`src/shared/cam_regs.vh`:
```
// register map, field positions and reset values of the counter mode block
`ifndef CAM_REGS_VH
`define CAM_REGS_VH
// register index 0xD9 is not a multiple of four: byte address = 4 * index
`define CAM_MODE_IDX 12'h0D9
`define CAM_MODE_ADDR 12'h364
`define CAM_CTRL_ADDR 12'h368
`define CAM_COUNT_ADDR 12'h36C
`define CAM_IDLE_BIT 7
`define CAM_WDT_BIT 6
`define CAM_RSV_HI 5
`define CAM_RSV_LO 3
`define CAM_SRC_HI 2
`define CAM_SRC_LO 1
`define CAM_IRQEN_BIT 0
`define CAM_CTRL_RUN_BIT 0
`define CAM_CTRL_IDLE_BIT 1
`define CAM_CTRL_FLAG_BIT 7
`define CAM_SRC_DIV6 2'h0
`define CAM_SRC_DIV2 2'h1
`define CAM_SRC_TMR0 2'h2
`define CAM_SRC_EXT 2'h3
`define CAM_DIV6_LAST 3'h5
`define CAM_DIV2_LAST 3'h1
`define CAM_MODE_RESET 8'h00
`define CAM_COUNT_RESET 16'h0000
`endif

```
`src/logic/cam_prescale.v`:
```
// divided tick generator for the counter array clock
`include "cam_regs.vh"
`default_nettype none
module cam_prescale (
   input wire core_clk_i, // 125 MHz clock
   input wire rst_b_i, // synchronous reset, active low
   input wire [2:0] last_i, // terminal count (divide minus one)
   output reg tick_o // one-cycle tick every last_i+1 clocks
);
   reg [2:0] cnt_reg;
   always @(posedge core_clk_i) begin
      if (!rst_b_i) begin
         cnt_reg <= 3'h0;
         tick_o <= 1'b0;
      end else if (cnt_reg >= last_i) begin
         cnt_reg <= 3'h0;
         tick_o <= 1'b1;
      end else begin
         cnt_reg <= cnt_reg + 3'h1;
         tick_o <= 1'b0;
      end
   end
endmodule // cam_prescale
`default_nettype wire

```
`src/logic/cam_edge_det.v`:
```
// rising-edge detector for the external count input
`include "cam_regs.vh"
`default_nettype none
module cam_edge_det (
   input wire core_clk_i, // 125 MHz clock
   input wire rst_b_i, // synchronous reset, active low
   input wire level_i, // sampled level, synchronous to clock
   output wire rise_o // one-cycle pulse on a rising edge
);
   reg prev_reg;
   always @(posedge core_clk_i) begin
      if (!rst_b_i) begin
         prev_reg <= 1'b0;
      end else begin
         prev_reg <= level_i;
      end
   end
   assign rise_o = level_i & ~prev_reg;
endmodule // cam_edge_det
`default_nettype wire

```
`src/logic/cam_mode_ctrl.v`:
```
// counter array mode register with APB slave, source select and counter
//
// Notes on behaviour
// - mode bit 7 set stops the counter while idle mode is active; clear lets it run.
// - mode bit 6 enables the watchdog function of counter module 4 when set.
// - the source field picks clock/6 (00), clock/2 (01), timer 0 overflow (10) or the external pin (11).
// - mode bit 0 lets the overflow flag raise the interrupt; clear blocks it.
// - reset clears idle select, watchdog enable, source and interrupt enable.
//
// Register access over APB was chosen for this implementation.
`include "cam_regs.vh"
`default_nettype none
module cam_mode_ctrl #(
   parameter CNT_W = 16 // counter width
) (
   input wire core_clk_i, // 125 MHz clock
   input wire rst_b_i, // synchronous reset, active low
   input wire psel, // apb select
   input wire penable, // apb access phase
   input wire pwrite, // apb direction
   input wire [11:0] paddr, // apb byte address
   input wire [31:0] pwdata, // apb write data
   input wire [3:0] pstrb, // apb byte strobes
   output wire pready, // apb ready, always one
   output reg [31:0] prdata, // apb read data
   output wire pslverr, // apb error on unmapped address
   input wire idle_mode_i, // device idle mode level
   input wire timer0_ovf_i, // timer 0 overflow pulse
   input wire ext_count_i, // external count input level
   output reg module_watchdog_enable_o, // watchdog on module 4
   output reg counter_run_o, // counter is advancing
   output reg [CNT_W-1:0] count_o, // current count
   output reg counter_overflow_flag_o, // sticky overflow flag
   output reg irq_o // overflow interrupt request
);
   ////////////////////////////////////////////////////////////////////
   // apb decode
   wire hit_mode = (paddr == `CAM_MODE_ADDR);
   wire hit_ctrl = (paddr == `CAM_CTRL_ADDR);
   wire hit_cnt = (paddr == `CAM_COUNT_ADDR);
   wire mapped = hit_mode | hit_ctrl | hit_cnt;
   wire acc = psel & penable;
   wire wr_en = acc & pwrite & pstrb[0];
   assign pready = 1'b1;
   assign pslverr = acc & ~mapped;

   ////////////////////////////////////////////////////////////////////
   // mode and control registers
   reg idle_halt_select_reg;
   reg [1:0] count_source_sel_reg;
   reg overflow_irq_enable_reg;
   reg run_enable_reg;
   reg ovf_pulse;
   always @(posedge core_clk_i) begin
      if (!rst_b_i) begin
         idle_halt_select_reg <= 1'b0;
         module_watchdog_enable_o <= 1'b0;
         count_source_sel_reg <= `CAM_SRC_DIV6;
         overflow_irq_enable_reg <= 1'b0;
         run_enable_reg <= 1'b0;
      end else if (wr_en && hit_mode) begin
         // reserved bits 5..3 are not stored; writing ones has no effect
         idle_halt_select_reg <= pwdata[`CAM_IDLE_BIT];
         module_watchdog_enable_o <= pwdata[`CAM_WDT_BIT];
         count_source_sel_reg <= pwdata[`CAM_SRC_HI:`CAM_SRC_LO];
         overflow_irq_enable_reg <= pwdata[`CAM_IRQEN_BIT];
      end else if (wr_en && hit_ctrl) begin
         run_enable_reg <= pwdata[`CAM_CTRL_RUN_BIT];
      end
   end

   // overflow flag: hardware set beats a software clear in the same cycle
   always @(posedge core_clk_i) begin
      if (!rst_b_i) begin
         counter_overflow_flag_o <= 1'b0;
      end else if (ovf_pulse) begin
         counter_overflow_flag_o <= 1'b1;
      end else if (wr_en && hit_ctrl && !pwdata[`CAM_CTRL_FLAG_BIT]) begin
         counter_overflow_flag_o <= 1'b0;
      end
   end

   always @(posedge core_clk_i) begin
      if (!rst_b_i) begin
         irq_o <= 1'b0;
      end else begin
         irq_o <= counter_overflow_flag_o & overflow_irq_enable_reg;
      end
   end

   ////////////////////////////////////////////////////////////////////
   // count pulse sources
   wire tick_div6;
   wire tick_div2;
   wire ext_rise;
   cam_prescale u_div6 (
      .core_clk_i(core_clk_i),
      .rst_b_i(rst_b_i),
      .last_i(`CAM_DIV6_LAST),
      .tick_o(tick_div6)
   );
   cam_prescale u_div2 (
      .core_clk_i(core_clk_i),
      .rst_b_i(rst_b_i),
      .last_i(`CAM_DIV2_LAST),
      .tick_o(tick_div2)
   );
   // edge detection at the clock rate is only reliable when the pin
   // toggles no faster than a quarter of the array clock
   cam_edge_det u_ext (
      .core_clk_i(core_clk_i),
      .rst_b_i(rst_b_i),
      .level_i(ext_count_i),
      .rise_o(ext_rise)
   );

   reg count_pulse;
   always @* begin
      case (count_source_sel_reg)
         `CAM_SRC_DIV6: count_pulse = tick_div6;
         `CAM_SRC_DIV2: count_pulse = tick_div2;
         `CAM_SRC_TMR0: count_pulse = timer0_ovf_i;
         default: count_pulse = ext_rise;
      endcase
   end

   ////////////////////////////////////////////////////////////////////
   // counter
   wire halted = idle_halt_select_reg & idle_mode_i;
   wire advance = run_enable_reg & ~halted & count_pulse;
   always @* begin
      ovf_pulse = advance & (&count_o);
   end

   always @(posedge core_clk_i) begin
      if (!rst_b_i) begin
         count_o <= `CAM_COUNT_RESET;
         counter_run_o <= 1'b0;
      end else begin
         counter_run_o <= run_enable_reg & ~halted;
         if (wr_en && hit_cnt) begin
            count_o <= pwdata[CNT_W-1:0];
         end else if (advance) begin
            // while halted the count simply holds and resumes in place
            count_o <= count_o + {{(CNT_W-1){1'b0}}, 1'b1};
         end
      end
   end

   ////////////////////////////////////////////////////////////////////
   // read data
   always @(posedge core_clk_i) begin
      if (!rst_b_i) begin
         prdata <= 32'h00000000;
      end else if (psel && !penable && !pwrite) begin
         if (hit_mode) begin
            prdata <= {24'h000000, idle_halt_select_reg,
                       module_watchdog_enable_o, 3'h0,
                       count_source_sel_reg, overflow_irq_enable_reg};
         end else if (hit_ctrl) begin
            prdata <= {24'h000000, counter_overflow_flag_o, 5'h00,
                       idle_mode_i, run_enable_reg};
         end else if (hit_cnt) begin
            prdata <= {{(32-CNT_W){1'b0}}, count_o};
         end else begin
            prdata <= 32'h00000000;
         end
      end
   end
endmodule // cam_mode_ctrl
`default_nettype wire

```
`config.mk`:
```
export PLATFORM = sky130hd
export DESIGN_NAME = cam_mode_ctrl
export DESIGN_NICKNAME = d
export VERILOG_FILES = /design/src/logic/cam_prescale.v /design/src/logic/cam_edge_det.v /design/src/logic/cam_mode_ctrl.v
export VERILOG_INCLUDE_DIRS = /design/src /design/src/shared
export SDC_FILE = /design/constraint.sdc
export NUM_CORES = 1
export LEC_CHECK = 0
export BUFFER_PORTS_ARGS = -buffer_cell sky130_fd_sc_hd__buf_2
export CORE_UTILIZATION = 47
export DETAILED_ROUTE_END_ITERATION = 10
export GPL_TIMING_DRIVEN = 0
export PLACE_DENSITY = 0.8
export SLEW_MARGIN = 20
export SYNTH_ARGS = -nofsm -noshare
export SYNTH_HDL_FRONTEND = slang
export SYNTH_SLANG_ARGS = --single-unit
```
`constraint.sdc`:
```
create_clock -name core_clk_i -period 2.4 [get_ports core_clk_i]
set_input_delay 0.12 -clock core_clk_i [delete_from_list [all_inputs] [get_ports core_clk_i]]
set_output_delay 0.12 -clock core_clk_i [all_outputs]
set_load 0.005 [all_outputs]
```
==> reports/qor.csv <==
stage,metric,value,unit
layout,fin_area,3000,sq um
die,coreArea,4848,sq um
clock_tree,clk_pin_slew_worst_paths,0.08,ns
yosys,synthArstFlopShare,0,
clock_tree,cts_hold_buffers,0,
power,p_per_area,509.0,nW/um^2
critical_path,crit_type,reg -> reg,
clock_tree,cts-resized-gates,0,
timing,worst_pin_slew,0.6729,ns
timing,finClkSkew,0.005964,ns
yosys,synth-warning-count,0,
yosys,postSynthAreaPerCell,8.878,sq um
job,drv.max_cap_violation_count,0,
detailed_routing,first_iter_violations,165,
critical_path,cp_max_fo,6,
clock_tree,cts_root_buf,clkbuf_8,
timing,layout_worst_path_cycle_share,0.8245,
die,die_area,5448,sq um
place,place_area,2924,sq um
yosys,synthFlopType,dfxtp_1,
yosys,synth_top_area_cell,dfxtp_1,
global_route,grt_usage,0.2230,
yosys,synth_edf_count,0,
timing,max_clock_freq,0.5054,GHz
die,die_y,73.81,um
worst_hold_path,hold_end,u_ext.prev_reg,
place,port-buffer-count,72,
timing,hold_viol,0,
clock_tree,ctsHtreeMaxLevel,2,
global_route,grt_pass1_vias,2011,
die,start_util,0.4999,
critical_path,worstPathRequired,2.63,ns
critical_path,reg2reg_depth,6,
power,ir_worst_vdd,539.4,uV
critical_path,cp_data_arrival_time,2.21,ns
global_route,grt-ovfl-total,0,
layout,drive_gt1_frac,0.3106,
yosys,ys_ff_latch,50,
timing,tns,0,ns
critical_path,regToRegSetupSlack,0.42,ns
critical_path,r2r_end,count_o[8],
timing,max_slew_margin,0.5484,
clock_tree,clockBufferDepth,2,
yosys,synth_cell_types,48,
clock_tree,worstSkewPairLatency,0.30,ns
clock_tree,clkSinkCount,50,
layout,nNetsFinal,428,
timing,setup_viol,0,
worst_hold_path,holdPathStages,2,
clock_tree,numCtsBuffers,5,
critical_path,endpoint_kind,flop,
global_route,antenna_found_initial,0,
detailed_routing,antenna_left,0,
yosys,synth_area_leaders,"dfxtp_1, buf_4, nor2_1",
yosys,synth_top_area_frac,0.4130,
layout,diodes,0,
global_route,grt_max_degree,14,
timing,final_max_slew_viol_count,0,
detailed_routing,routed_wl,5.894,mm
die,rows,25,
layout,fin_util,0.6188,
detailed_routing,vias_per_cell,5.210,
critical_path,r2r_start,count_o[0],
timing,fin_crit,1.979,ns
clock_tree,postCtsSetupBuffers,0,
detailed_routing,vias,2261,
worst_hold_path,min_path_type,in -> reg,
die,die_w,73.81,um
global_route,grt_pass1_wl,9.211,mm
detailed_routing,post_drt_wl_per_cell,13.58,um
die,pin_count,110,
timing,holdWs,0.06122,ns
yosys,syn_area,2424,sq um
critical_path,worstSetupStartpointType,flop,
timing,rsz0062_at_grt,no,
yosys,synth_cells,273,
detailed_routing,drc_errors,0,
run_status,status,"finished, final reports clean",
clock_tree,cts_tree,done,
detailed_routing,dr.pass1.iters,4,
place,dp_hpwl,4.509,mm
worst_hold_path,hold_start,ext_count_i,
power,p_leak,1.408,nW
layout,top_regs,"count_o x16, prdata x16",
place,place_congestion,0.8584,
yosys,ys_seq_area_frac,0.4130,
layout,area_growth_syn_to_layout,23.80,%
-- power by group --
group	switching [W]	leakage, nW	internal [W]
sequential	0.0000202	0.405	0.000863
combinational	0.0000981	0.965	0.0000850
clock	0.000259	0.0383	0.000201
total	0.000377	1.41	0.00115
-- final cells by class --
class	count	area, sq um
buffer	29	190.2
clock buffer	7	76.32
fill	446	1848
inverter	8	30.03
multi-input combinational	201	1259
sequential	50	1001
tap	67	83.83
timing repair buffer	72	360.3
-- routing by layer --
layer | share of wire | track usage | wire (um) | vias up
li1 | - | - | - | 1122
met1 | 0.44 | 0.2701 | 2611 | 1065
met2 | 0.50 | 0.3904 | 2925 | 72
met3 | 0.060 | 0.06310 | 351 | 2
met4 | 0.0010 | 0.04915 | 6 | 0
met5 | 0 | 0 | 0 | -
-- cells in the mapped netlist (all sizes together) (2+ instances only) --
cell    count
and3        4
o21ai      22
dfxtp      50
or3         3
xor2       13
a221oi      2
buf        21
nor4        4
nand4       7
mux2i       7
ha          5
nand3      12
nor2       31
nand3b      2
conb        2
nand2       9
or2         2
a22oi      12
inv         8
nand2b      3
a21boi      2
clkbuf      8
o21a        2
a21oi      21
and2        2
mux2        4
nor3        3
-- worst max-delay path, stage by stage (launching register included) --
cell,delay (ns)
dfxtp_1,0.45
ha_1,0.21
nand3_1,0.13
a311oi_1,0.61
nand3_1,0.19
xor2_1,0.17
a21oi_1,0.15
-- worst max path at each step --
stage,from,endpoint,slack (ns),cells after the start
detailed placement,paddr[1],prdata[14],0.39,7
floorplan,paddr[1],count_o[1],0.64,6
global placement,paddr[1],prdata[3],0.43,7
finish,count_o[0],count_o[8],0.42,6
CTS,count_o[0],count_o[10],0.45,6
global route,count_o[0],count_o[8],0.24,6
-- layout by cell type, fill, tap and decap left out, drive strengths merged, types with 2 or more instances in the layout --
| cell type | Yosys | final |
|---|---|---|
| inv | 8 | 8 |
| clkbuf | 8 | 15 |
| a21oi | 21 | 21 |
| mux2 | 4 | 4 |
| xor2 | 13 | 13 |
| nand3 | 12 | 12 |
| nand2 | 9 | 9 |
| nand3b | 2 | 2 |
| or3 | 3 | 3 |
| o21a | 2 | 2 |
| or2 | 2 | 2 |
| dfxtp | 50 | 50 |
| ha | 5 | 5 |
| nor2 | 31 | 31 |
| and3 | 4 | 4 |
| mux2i | 7 | 7 |
| o21ai | 22 | 22 |
| a221oi | 2 | 2 |
| and2 | 2 | 2 |
| nand4 | 7 | 7 |
| nor4 | 4 | 4 |
| nand2b | 3 | 3 |
| buf | 21 | 93 |
| a22oi | 12 | 12 |
| a21boi | 2 | 2 |
| nor3 | 3 | 3 |
| conb | 2 | 17 |
-- kinds of logic (layout without fill, tap and decap cells) --
group,after synthesis,count (layout),share of synthesized area
compound gates,66,66,0.1693
xor+xnor,14,14,0.05059
fa+ha+maj,5,5,0.02581
buf+inv,37,116,0.09086
flops,50,50,0.4130
mux,11,11,0.04750
other cells,2,17,0.003099
simple gates,88,88,0.1998
-- stage by stage --
step / total power (W) / setup WS [ns] / std cells
4_1_cts: 0.001539 / 0.4483 / 434
2_1_floorplan: 0.001019 / 0.6427 / 288
3_5_place_dp: 0.001084 / 0.3898 / 427
3_3_place_gp: 0.001076 / 0.4336 / 427
5_1_grt: 0.001604 / 0.2396 / 434
6_report: 0.001527 / 0.4212 / 434
(Power assumes the default switching activity.)
